$ cat src/irq_flag_pkg.sv
// ============================================================================
// Function
// (RULE1) Edge select picks rising or falling edge
// (RULE2) Valid pin edge sets pin flag
// (RULE3) Pin request needs its enable bit
// (RULE4) Software clears pin flag; hardware never does
// (RULE5) Pin wakes sleep only if armed before
// (RULE6) Wake branches to vector only with global enable
// (RULE7) Timer wrap from max to zero sets flag
// (RULE8) Timer enable gates request; flag still records
// (RULE9) Upper port pin change sets change flag
// (RULE10) Port change enable gates its request
// (RULE11) Pin flag sets only in fourth/first phase
// (RULE12) Request is flag and enable, global gated
// (RULE13) Flags stay set until software clears
package irq_flag_pkg;

  // ==========================================================================
  // Register map, byte addresses on the APB.
  localparam int                ADDR_W         = 12;
  localparam logic [ADDR_W-1:0] ADDR_IRQ_CTRL  = 12'h000;
  localparam logic [ADDR_W-1:0] ADDR_OPTION    = 12'h004;
  localparam logic [ADDR_W-1:0] ADDR_TIMER     = 12'h008;
  localparam logic [ADDR_W-1:0] ADDR_SLEEP     = 12'h00c;

  // ==========================================================================
  // Field positions of irq_control_reg.
  localparam int BIT_GLOBAL_EN   = 7;
  localparam int BIT_PERIPH_EN   = 6;
  localparam int BIT_TIMER_EN    = 5;
  localparam int BIT_EXT_EN      = 4;
  localparam int BIT_PORT_EN     = 3;
  localparam int BIT_TIMER_FLAG  = 2;
  localparam int BIT_EXT_FLAG    = 1;
  localparam int BIT_PORT_FLAG   = 0;

  // Field positions of the option and sleep registers.
  localparam int BIT_EDGE_POL    = 6;
  localparam int BIT_SLEEP       = 0;
  localparam int BIT_WAKE_ARMED  = 1;

  // ==========================================================================
  // Reset values, and the timer maximum and step.
  localparam logic [7:0] CTRL_RESET     = 8'h00;
  localparam logic       EDGE_POL_RESET = 1'b1;
  localparam logic [7:0] TIMER_RESET    = 8'h00;
  localparam logic [7:0] TIMER_MAX      = 8'hff;
  localparam logic [7:0] TIMER_STEP     = 8'h01;

  // ==========================================================================
  // Widths of the watched inputs.
  localparam int EXT_W  = 1;
  localparam int PORT_W = 4;

  // ==========================================================================
  // Quarter-cycle phases of one instruction cycle.
  typedef enum logic [1:0]
  {
    PH_Q1 = 2'b00,
    PH_Q2 = 2'b01,
    PH_Q3 = 2'b10,
    PH_Q4 = 2'b11
  } phase_type;

endpackage : irq_flag_pkg

$ cat src/change_if.sv
`timescale 1ns/1ps
`default_nettype none

// ============================================================================
// Sampled level and its rising and falling edges, per bit.
interface change_if #(parameter int W = 1);
  logic [W-1:0] level;
  logic [W-1:0] rose;
  logic [W-1:0] fell;

  modport detector (input level, output rose, output fell);
  modport user     (output level, input rose, input fell);
endinterface : change_if

`default_nettype wire

$ cat src/change_detect.sv
`timescale 1ns/1ps
`default_nettype none

// ============================================================================
// Edge detector for synchronous inputs; one flop of history per bit.
module change_detect #(parameter int W = 1)
(
  input  wire logic  pclk,
  input  wire logic  presetn,
  change_if.detector chg
);

  logic [W-1:0] prev_r;

  // The history flop resets low, so an input held high at reset looks like
  // a rising edge on the first clock; the owner masks that with its own prime.
  always_ff @(posedge pclk or negedge presetn)
  begin
    if (!presetn)
      prev_r <= '0;
    else
      prev_r <= chg.level;
  end

  // Edges are combinational here; the owner registers what it uses.
  assign chg.rose = chg.level & ~prev_r;
  assign chg.fell = ~chg.level & prev_r;

endmodule : change_detect

`default_nettype wire

$ cat src/irq_flag_logic.sv
`timescale 1ns/1ps
`default_nettype none

// ============================================================================
// Core interrupt flag logic: pin edge, timer wrap and port change sources.
module irq_flag_logic
(
  input  wire logic        pclk,
  input  wire logic        presetn,
  input  wire logic        psel,
  input  wire logic        penable,
  input  wire logic        pwrite,
  input  wire logic [11:0] paddr,
  input  wire logic [31:0] pwdata,
  output logic      [31:0] prdata,
  output logic             pready,
  output logic             pslverr,
  input  wire logic        ext_irq_pin,
  input  wire logic [3:0]  second_io_port_hi,
  output logic             irq_request,
  output logic             sleep_state,
  output logic             wake_pulse,
  output logic             vector_branch,
  output logic      [1:0]  q_phase
);

  // ==========================================================================
  // Declarations.
  irq_flag_pkg::phase_type ph_r;
  irq_flag_pkg::phase_type ph_nxt;
  logic                    global_irq_enable_r;
  logic                    periph_enable_r;
  logic                    timer_wrap_enable_r;
  logic                    ext_pin_irq_enable_r;
  logic                    port_change_enable_r;
  logic                    timer_wrap_flag_r;
  logic                    ext_pin_irq_flag_r;
  logic                    port_change_flag_r;
  logic                    edge_polarity_select_r;
  logic [7:0]              eight_bit_timer_count_r;
  logic                    ext_pend_r;
  logic                    primed_r;
  logic                    sleep_r;
  logic                    wake_arm_r;
  logic                    pready_r;
  logic                    pslverr_r;
  logic [31:0]             prdata_r;
  logic                    irq_request_r;
  logic                    wake_pulse_r;
  logic                    vector_branch_r;
  logic                    apb_wr;
  logic                    ctrl_wr;
  logic                    opt_wr;
  logic                    tmr_wr;
  logic                    slp_wr;
  logic                    mapped;
  logic [7:0]              ctrl_rd;
  logic [7:0]              rd_byte;
  logic                    valid_edge;
  logic                    ext_commit;
  logic                    timer_tick;
  logic                    timer_wrap;
  logic                    port_event;
  logic                    wake_cause;
  logic                    any_pending;

  change_if #(.W(irq_flag_pkg::EXT_W))  ext_chg ();
  change_if #(.W(irq_flag_pkg::PORT_W)) port_chg ();

  // ==========================================================================
  // Edge detectors for the pin and the upper port nibble.
  assign ext_chg.level  = ext_irq_pin;
  assign port_chg.level = second_io_port_hi;

  change_detect #(.W(irq_flag_pkg::EXT_W)) u_ext_det
  (
    .pclk    (pclk),
    .presetn (presetn),
    .chg     (ext_chg.detector)
  );

  change_detect #(.W(irq_flag_pkg::PORT_W)) u_port_det
  (
    .pclk    (pclk),
    .presetn (presetn),
    .chg     (port_chg.detector)
  );

  // Ignore edges in the first cycle after reset, when history is not valid.
  always_ff @(posedge pclk or negedge presetn)
  begin
    if (!presetn)
      primed_r <= 1'b0;
    else
      primed_r <= 1'b1;
  end

  // ==========================================================================
  // Quarter-cycle phase sequencer, Q1 to Q4 and round again.
  always_comb
  begin
    case (ph_r)
      irq_flag_pkg::PH_Q1: ph_nxt = irq_flag_pkg::PH_Q2;
      irq_flag_pkg::PH_Q2: ph_nxt = irq_flag_pkg::PH_Q3;
      irq_flag_pkg::PH_Q3: ph_nxt = irq_flag_pkg::PH_Q4;
      irq_flag_pkg::PH_Q4: ph_nxt = irq_flag_pkg::PH_Q1;
      default:             ph_nxt = irq_flag_pkg::PH_Q1;
    endcase
  end

  always_ff @(posedge pclk or negedge presetn)
  begin
    if (!presetn)
      ph_r <= irq_flag_pkg::PH_Q1;
    else
      ph_r <= ph_nxt;
  end

  // ==========================================================================
  // APB decode. A write lands on the access edge where pready is high.
  assign apb_wr  = psel && penable && pready_r && pwrite;
  assign ctrl_wr = apb_wr && (paddr == irq_flag_pkg::ADDR_IRQ_CTRL);
  assign opt_wr  = apb_wr && (paddr == irq_flag_pkg::ADDR_OPTION);
  assign tmr_wr  = apb_wr && (paddr == irq_flag_pkg::ADDR_TIMER);
  assign slp_wr  = apb_wr && (paddr == irq_flag_pkg::ADDR_SLEEP);
  assign mapped  = (paddr == irq_flag_pkg::ADDR_IRQ_CTRL) ||
                   (paddr == irq_flag_pkg::ADDR_OPTION)   ||
                   (paddr == irq_flag_pkg::ADDR_TIMER)    ||
                   (paddr == irq_flag_pkg::ADDR_SLEEP);

  assign ctrl_rd = {global_irq_enable_r, periph_enable_r, timer_wrap_enable_r,
                    ext_pin_irq_enable_r, port_change_enable_r, timer_wrap_flag_r,
                    ext_pin_irq_flag_r, port_change_flag_r};

  // Read mux; unmapped addresses read zero and raise pslverr.
  always_comb
  begin
    rd_byte = 8'h00;
    case (paddr)
      irq_flag_pkg::ADDR_IRQ_CTRL: rd_byte = ctrl_rd;
      irq_flag_pkg::ADDR_OPTION:
        rd_byte[irq_flag_pkg::BIT_EDGE_POL] = edge_polarity_select_r;
      irq_flag_pkg::ADDR_TIMER:    rd_byte = eight_bit_timer_count_r;
      irq_flag_pkg::ADDR_SLEEP:
      begin
        rd_byte[irq_flag_pkg::BIT_SLEEP]      = sleep_r;
        rd_byte[irq_flag_pkg::BIT_WAKE_ARMED] = wake_arm_r;
      end
      default:                     rd_byte = 8'h00;
    endcase
  end

  // No wait state: data is captured in setup, so every output is a flop.
  always_ff @(posedge pclk or negedge presetn)
  begin
    if (!presetn)
    begin
      pready_r  <= 1'b0;
      pslverr_r <= 1'b0;
      prdata_r  <= '0;
    end
    else if (psel && !penable)
    begin
      pready_r  <= 1'b1;
      pslverr_r <= !mapped;
      prdata_r  <= {24'h000000, rd_byte};
    end
    else
    begin
      pready_r  <= 1'b0;
      pslverr_r <= 1'b0;
    end
  end

  // ==========================================================================
  // Enable bits and the edge polarity select.
  always_ff @(posedge pclk or negedge presetn)
  begin
    if (!presetn)
    begin
      global_irq_enable_r    <= irq_flag_pkg::CTRL_RESET[irq_flag_pkg::BIT_GLOBAL_EN];
      periph_enable_r        <= irq_flag_pkg::CTRL_RESET[irq_flag_pkg::BIT_PERIPH_EN];
      timer_wrap_enable_r    <= irq_flag_pkg::CTRL_RESET[irq_flag_pkg::BIT_TIMER_EN];
      ext_pin_irq_enable_r   <= irq_flag_pkg::CTRL_RESET[irq_flag_pkg::BIT_EXT_EN];
      port_change_enable_r   <= irq_flag_pkg::CTRL_RESET[irq_flag_pkg::BIT_PORT_EN];
      edge_polarity_select_r <= irq_flag_pkg::EDGE_POL_RESET;
    end
    else
    begin
      if (ctrl_wr)
      begin
        global_irq_enable_r  <= pwdata[irq_flag_pkg::BIT_GLOBAL_EN];
        periph_enable_r      <= pwdata[irq_flag_pkg::BIT_PERIPH_EN];
        timer_wrap_enable_r  <= pwdata[irq_flag_pkg::BIT_TIMER_EN];   // [RULE8]
        ext_pin_irq_enable_r <= pwdata[irq_flag_pkg::BIT_EXT_EN];     // [RULE3]
        port_change_enable_r <= pwdata[irq_flag_pkg::BIT_PORT_EN];    // [RULE10]
      end
      if (opt_wr)
        edge_polarity_select_r <= pwdata[irq_flag_pkg::BIT_EDGE_POL];
    end
  end

  // ==========================================================================
  // Pin edge: caught at once, committed to the flag only in Q4 or Q1.
  assign valid_edge = primed_r && (edge_polarity_select_r ? ext_chg.rose[0]
                                                          : ext_chg.fell[0]);  // [RULE1]
  assign ext_commit = ext_pend_r && ((ph_r == irq_flag_pkg::PH_Q4) ||
                                     (ph_r == irq_flag_pkg::PH_Q1));           // [RULE11]

  always_ff @(posedge pclk or negedge presetn)
  begin
    if (!presetn)
      ext_pend_r <= 1'b0;
    else
      ext_pend_r <= valid_edge || (ext_pend_r && !ext_commit);
  end

  // ==========================================================================
  // Timer: one count per instruction cycle, halted in sleep.
  assign timer_tick = (ph_r == irq_flag_pkg::PH_Q4) && !sleep_r && !tmr_wr;
  assign timer_wrap = timer_tick && (eight_bit_timer_count_r == irq_flag_pkg::TIMER_MAX);

  always_ff @(posedge pclk or negedge presetn)
  begin
    if (!presetn)
      eight_bit_timer_count_r <= irq_flag_pkg::TIMER_RESET;
    else if (tmr_wr)
      eight_bit_timer_count_r <= pwdata[7:0];
    else if (timer_tick)
      eight_bit_timer_count_r <= eight_bit_timer_count_r + irq_flag_pkg::TIMER_STEP;
  end

  assign port_event = primed_r && ((|port_chg.rose) || (|port_chg.fell));

  // ==========================================================================
  // Sticky flags. A hardware set in the same cycle as a software write wins,
  // so an event is never lost to a clear that raced it.
  always_ff @(posedge pclk or negedge presetn)
  begin
    if (!presetn)
    begin
      timer_wrap_flag_r  <= irq_flag_pkg::CTRL_RESET[irq_flag_pkg::BIT_TIMER_FLAG];
      ext_pin_irq_flag_r <= irq_flag_pkg::CTRL_RESET[irq_flag_pkg::BIT_EXT_FLAG];
      port_change_flag_r <= irq_flag_pkg::CTRL_RESET[irq_flag_pkg::BIT_PORT_FLAG];
    end
    else
    begin
      timer_wrap_flag_r  <= timer_wrap ||
                            (ctrl_wr ? pwdata[irq_flag_pkg::BIT_TIMER_FLAG]
                                     : timer_wrap_flag_r);             // [RULE7] [RULE13]
      ext_pin_irq_flag_r <= ext_commit ||
                            (ctrl_wr ? pwdata[irq_flag_pkg::BIT_EXT_FLAG]
                                     : ext_pin_irq_flag_r);            // [RULE2] [RULE4]
      port_change_flag_r <= port_event ||
                            (ctrl_wr ? pwdata[irq_flag_pkg::BIT_PORT_FLAG]
                                     : port_change_flag_r);            // [RULE9] [RULE13]
    end
  end

  // ==========================================================================
  // Request to the core: any flag with its enable, gated globally.
  assign any_pending = (ext_pin_irq_flag_r && ext_pin_irq_enable_r) ||
                       (timer_wrap_flag_r && timer_wrap_enable_r) ||
                       (port_change_flag_r && port_change_enable_r);    // [RULE3] [RULE8]

  always_ff @(posedge pclk or negedge presetn)
  begin
    if (!presetn)
      irq_request_r <= 1'b0;
    else
      irq_request_r <= global_irq_enable_r && any_pending;             // [RULE12]
  end

  // ==========================================================================
  // Sleep and wake. The pin enable is frozen at sleep entry, so enabling it
  // while asleep does not let the pin wake the core.
  assign wake_cause = sleep_r &&
                      ((ext_pin_irq_flag_r && wake_arm_r) ||
                       (timer_wrap_flag_r && timer_wrap_enable_r) ||
                       (port_change_flag_r && port_change_enable_r));   // [RULE5]

  always_ff @(posedge pclk or negedge presetn)
  begin
    if (!presetn)
    begin
      sleep_r    <= 1'b0;
      wake_arm_r <= 1'b0;
    end
    else if (wake_cause)
      sleep_r <= 1'b0;
    else if (slp_wr && pwdata[irq_flag_pkg::BIT_SLEEP] && !sleep_r)
    begin
      sleep_r    <= 1'b1;
      wake_arm_r <= ext_pin_irq_enable_r;                               // [RULE5]
    end
  end

  // Wake pulse, with the branch decision taken from the global enable.
  always_ff @(posedge pclk or negedge presetn)
  begin
    if (!presetn)
    begin
      wake_pulse_r    <= 1'b0;
      vector_branch_r <= 1'b0;
    end
    else
    begin
      wake_pulse_r    <= wake_cause;
      vector_branch_r <= wake_cause && global_irq_enable_r;             // [RULE6]
    end
  end

  // ==========================================================================
  // Outputs, all straight from flops.
  assign prdata        = prdata_r;
  assign pready        = pready_r;
  assign pslverr       = pslverr_r;
  assign irq_request   = irq_request_r;
  assign sleep_state   = sleep_r;
  assign wake_pulse    = wake_pulse_r;
  assign vector_branch = vector_branch_r;
  assign q_phase       = ph_r;

  // ==========================================================================
  // Assertions.
  a_ext_edge_flag: assert property (@(posedge pclk) disable iff (!presetn) // [RULE2]
    valid_edge |-> ##[1:4] ext_pin_irq_flag_r)
    else $error("Valid pin edge did not set the pin flag.");

  a_ext_set_phase: assert property (@(posedge pclk) disable iff (!presetn) // [RULE11]
    $rose(ext_pin_irq_flag_r) && !$past(ctrl_wr) |->
      ($past(ph_r) == irq_flag_pkg::PH_Q4) || ($past(ph_r) == irq_flag_pkg::PH_Q1))
    else $error("Pin flag set outside the Q4-Q1 window.");

  a_wrong_edge_quiet: assert property (@(posedge pclk) disable iff (!presetn) // [RULE1]
    !edge_polarity_select_r && ext_chg.rose[0] && !ext_pend_r |=> !ext_pend_r)
    else $error("Rising edge taken while falling edge selected.");

  a_flag_sticky: assert property (@(posedge pclk) disable iff (!presetn) // [RULE13]
    ext_pin_irq_flag_r && !ctrl_wr |=> ext_pin_irq_flag_r)
    else $error("Pin flag cleared without a software write.");

  a_timer_wrap_flag: assert property (@(posedge pclk) disable iff (!presetn) // [RULE7]
    timer_wrap |=> timer_wrap_flag_r && (eight_bit_timer_count_r == 8'h00))
    else $error("Timer wrap did not set the flag.");

  a_port_change_flag: assert property (@(posedge pclk) disable iff (!presetn) // [RULE9]
    port_event |=> port_change_flag_r)
    else $error("Port change did not set the flag.");

  a_irq_gated: assert property (@(posedge pclk) disable iff (!presetn) // [RULE12]
    !global_irq_enable_r || !any_pending |=> !irq_request_r)
    else $error("Request raised without global enable and pending source.");

  a_ext_enable_gate: assert property (@(posedge pclk) disable iff (!presetn) // [RULE3]
    global_irq_enable_r && ext_pin_irq_flag_r && !ext_pin_irq_enable_r &&
    !timer_wrap_flag_r && !port_change_flag_r |=> !irq_request_r)
    else $error("Disabled pin source raised a request.");

  a_unarmed_no_wake: assert property (@(posedge pclk) disable iff (!presetn) // [RULE5]
    sleep_r && !wake_arm_r && !timer_wrap_flag_r && !port_change_flag_r |=> !wake_pulse_r)
    else $error("Pin woke the core without being armed.");

  a_vector_gie: assert property (@(posedge pclk) disable iff (!presetn) // [RULE6]
    wake_pulse_r |-> (vector_branch_r == $past(global_irq_enable_r)) && !sleep_r)
    else $error("Vector branch does not follow the global enable.");

  c_ext_wake: cover property (@(posedge pclk) disable iff (!presetn)
    sleep_r && wake_arm_r ##[1:20] wake_pulse_r && vector_branch_r);
  c_timer_irq: cover property (@(posedge pclk) disable iff (!presetn)
    timer_wrap ##[1:4] irq_request_r);
  c_set_beats_clear: cover property (@(posedge pclk) disable iff (!presetn)
    ext_commit && ctrl_wr && !pwdata[irq_flag_pkg::BIT_EXT_FLAG]);

endmodule : irq_flag_logic

`default_nettype wire

$ cat config.mk
export PLATFORM = sky130hd
export DESIGN_NAME = irq_flag_logic
export DESIGN_NICKNAME = d
export VERILOG_FILES = /design/src/irq_flag_pkg.sv /design/src/change_if.sv /design/src/change_detect.sv /design/src/irq_flag_logic.sv
export SDC_FILE = /design/constraint.sdc
export NUM_CORES = 1
export LEC_CHECK = 0
export BUFFER_PORTS_ARGS = -buffer_cell sky130_fd_sc_hd__buf_2
export CORE_UTILIZATION = 47
export DETAILED_ROUTE_END_ITERATION = 10
export PLACE_DENSITY = 0.89
export SLEW_MARGIN = 20
export SYNTH_ARGS = -nofsm -noshare
export SYNTH_HDL_FRONTEND = slang
export SYNTH_SLANG_ARGS = --single-unit
$ cat constraint.sdc
create_clock -name pclk -period 1.9 [get_ports pclk]
set_clock_uncertainty 0.2 [all_clocks]
set_input_delay 0.19 -clock pclk [delete_from_list [all_inputs] [get_ports pclk]]
set_output_delay 0.19 -clock pclk [all_outputs]
set_load 0.05 [all_outputs]
==> flow_metrics.tcl <==
set metrics [dict create \
    status "finished, final reports clean" \
    ir_drop_v 0.000458 \
    drc_errors 0 \
    cts_buffers 5 \
    die_h_um 69.6 \
    num-nets-final 320 \
    grt.overflow.total 0 \
    grt_max_degree 42 \
    grt_pass1_wl_um 6730 \
    dpl_worst_slack_ns 0.114 \
    ys_types 41 \
    ys_ff_latch 41 \
    cellPowerDensity_mw_per_mm2 702 \
    fin_crit_sh_pct 92.5 \
    synth.avg_cell_area_sq_um 10.9 \
    r2r-start "q_phase[1]" \
    clkTransAtPathRegs_ns 0.08 \
    yosys-top-cells-area "dfrtp_1, buf_4, mux2i_1" \
    post-dp-hpwl_um 3000 \
    die_w_um 69.6 \
    vias 1554 \
    r2r-end "eight_bit_timer_count_r[7]" \
    setup_viol 0 \
    pin_count 94 \
    drv_slew 0 \
    fp.dieArea_sq_mm 0.00484 \
    firstDrtPassIters 4 \
    cts.sinks 41 \
    h-tree-depth 2 \
    coreArea_sq_mm 0.00438 \
    hold_viol_final 0 \
    wl_um 4030 \
    hold_path_end "pslverr" \
    clock_latency_ns 0.29 \
    io_buffers 45 \
    crit_slowest_cell "dfrtp_2" \
    ff2ff_path_depth 5 \
    synth-async-reset-ratio_pct 100 \
    power_leakage_uw 0.00128 \
    grt_use_total_pct 18.0 \
    synth_top_cell_by_area "dfrtp_1" \
    min_from "paddr[0]" \
    synth_commonest_cells "dfrtp_1, buf_4, nor2_1, nand2_1, mux2i_1" \
    cp-start-kind "flop" \
    wire_per_inst_um 12.8 \
    arrival_ns 1.78 \
    cpPeakStageDelay_ns 0.39 \
    rsz0062_at_grt "no" \
    synthFlopType "dfrtp_1" \
    drtIter0Drc 65 \
    cts_root_buf "clkbuf_8" \
    grt_pass1_vias 1507 \
    syn_inst 196 \
    vias_per_cell 4.93 \
    yosysMostFrequentCell "dfrtp_1" \
    gp_congestion 0.837 \
    cp_max_fo 5 \
    yosys.area.top_type_share_pct 46.6 \
    path_delay_family "simple AND/OR/NAND/NOR gates" \
    max_freq_mhz 569 \
    relSlewSlack_pct 66.6 \
    start_util_pct 48.9 \
    cts_tree "built" \
    ant_nets 0 \
    ff2ff_setup_slack_ns 0.14 \
    critPathBufInv 0 \
    drive_above_1_share_pct 29.3 \
    n_fill_cell 393 \
    postCtsSetupBuffers 0 \
    synth-edff-count 0 \
    finalSetupTns_ns 0 \
    worst_pin_slew_ns 0.501 \
    seq_area_frac_synth_pct 47.9 \
    hold_depth 3 \
    n_antenna_cell 0 \
    clock_path_buffers 2 \
    cp_cell_sequence "ha_1 -> nor2b_1 -> nand4_1 -> o31a_1 -> a21oi_1" \
    std_cell_rows 24 \
    syn_area_sq_mm 0.00215 \
    fin_ws_ns 0.143 \
    areaGrowthSynthToFinish_pct 22.3 \
    worstSetupPathType "reg -> reg" \
    maxCapViolCount 0 \
    end_kind "flop" \
    synth_warnings 0 \
    min_path_type "in -> reg" \
    cp.required_ns 1.92 \
    finalCriticalPeriod_ns 1.76 \
    antenna_found_initial 0 \
]
-- sequential cells by signal, summed over array words and instances (netlist names), 2 cells and up --
name,cells
eight_bit_timer_count_r,8
prdata,8
u_port_det.prev_r,4
q_phase,2
-- how the worst max path moves through the flow --
stage | start | to | slack (ns) | depth (start not counted)
after detailed placement | paddr[11] | edge_polarity_select_r | 0.11 | 6
after floorplan | pready | ext_pin_irq_enable_r | 0.01 | 4
after global routing | q_phase[1] | eight_bit_timer_count_r[7] | 0.02 | 5
after global placement | paddr[7] | edge_polarity_select_r | 0.15 | 6
final | q_phase[1] | eight_bit_timer_count_r[7] | 0.14 | 5
after CTS | q_phase[1] | eight_bit_timer_count_r[7] | 0.14 | 5
-- power by group --
part	total, uW	internal [uW]	switching [uW]
combinational	244	65.5	179
clock	709	428	281
sequential	890	883	6.52
total	1840	1380	466
-- per-layer routing --
layer	routed length, um	up-vias	share of wire [%]	global-route usage, %
met5	0	-	0	0
met3	153	7	3.8	5.67
met2	2040	41	51	29.9
met1	1760	740	44	21.1
li1	-	766	-	-
met4	67	0	1.7	8.62
-- layout make-up --
class                   instances  area (sq um)  share of cell area, %
inverters                       5          18.8                  0.715
well taps                      52          65.1                   2.48
clock inverters                 1          30.0                   1.14
repair buffers                 67           425                   16.2
flip-flops and latches         41          1030                   39.2
clock buffers                   7          86.3                   3.29
multi-input cells             142           970                   36.9
-- kinds of logic after synthesis --
group | Yosys count | synth area share [%]
simple gates | 55 | 16.7
flops | 41 | 47.9
buf+inv | 36 | 11.0
compound gates | 29 | 8.45
mux | 19 | 9.27
xor+xnor | 10 | 4.08
fa+ha+maj | 4 | 2.33
other cells | 2 | 0.350
-- metrics by stage --
step | power, uW | std cells | cell area (sq um) | util (%) | hold WS [ns]
CTS | 1860 | 315 | 2630 | 59.9 | 0.0826
floorplan | 1100 | 219 | 2230 | - | -0.306
global placement | 1120 | 293 | 2370 | 54.0 | 0.0727
detailed placement | 1130 | 293 | 2370 | 54.0 | 0.0857
global route | 1920 | 315 | 2630 | 59.9 | 0.104
finish | 1840 | 315 | 2630 | 59.9 | 0.0921
-- worst reg2reg max path: cells and delay by family, from the launching register on --
kind	cells	cell delay, ns
compound gates	2	0.42
fa+ha+maj	1	0.18
flops	1	0.39
simple gates	2	0.51
-- repair_timing --
item                                   CTS  global route
hold buffers                            14             0
resized for setup                        0             0
endpoints found under the hold margin   62             0
-- cells in the final DEF (no fill, tap or decap), drive strengths merged, types with 4 or more instances in the layout --
| master | n |
|---|---|
| ha | 4 |
| dfrtp | 40 |
| nand4 | 5 |
| xor2 | 7 |
| o21ai | 8 |
| mux2 | 7 |
| nand2 | 13 |
| inv | 5 |
| dlygate4sd3 | 14 |
| buf | 53 |
| a21oi | 8 |
| mux2i | 12 |
| conb | 25 |
| clkbuf | 7 |
| a31oi | 4 |
| nor2 | 15 |
No activity file was read; power rests on OpenSTA's default activity.
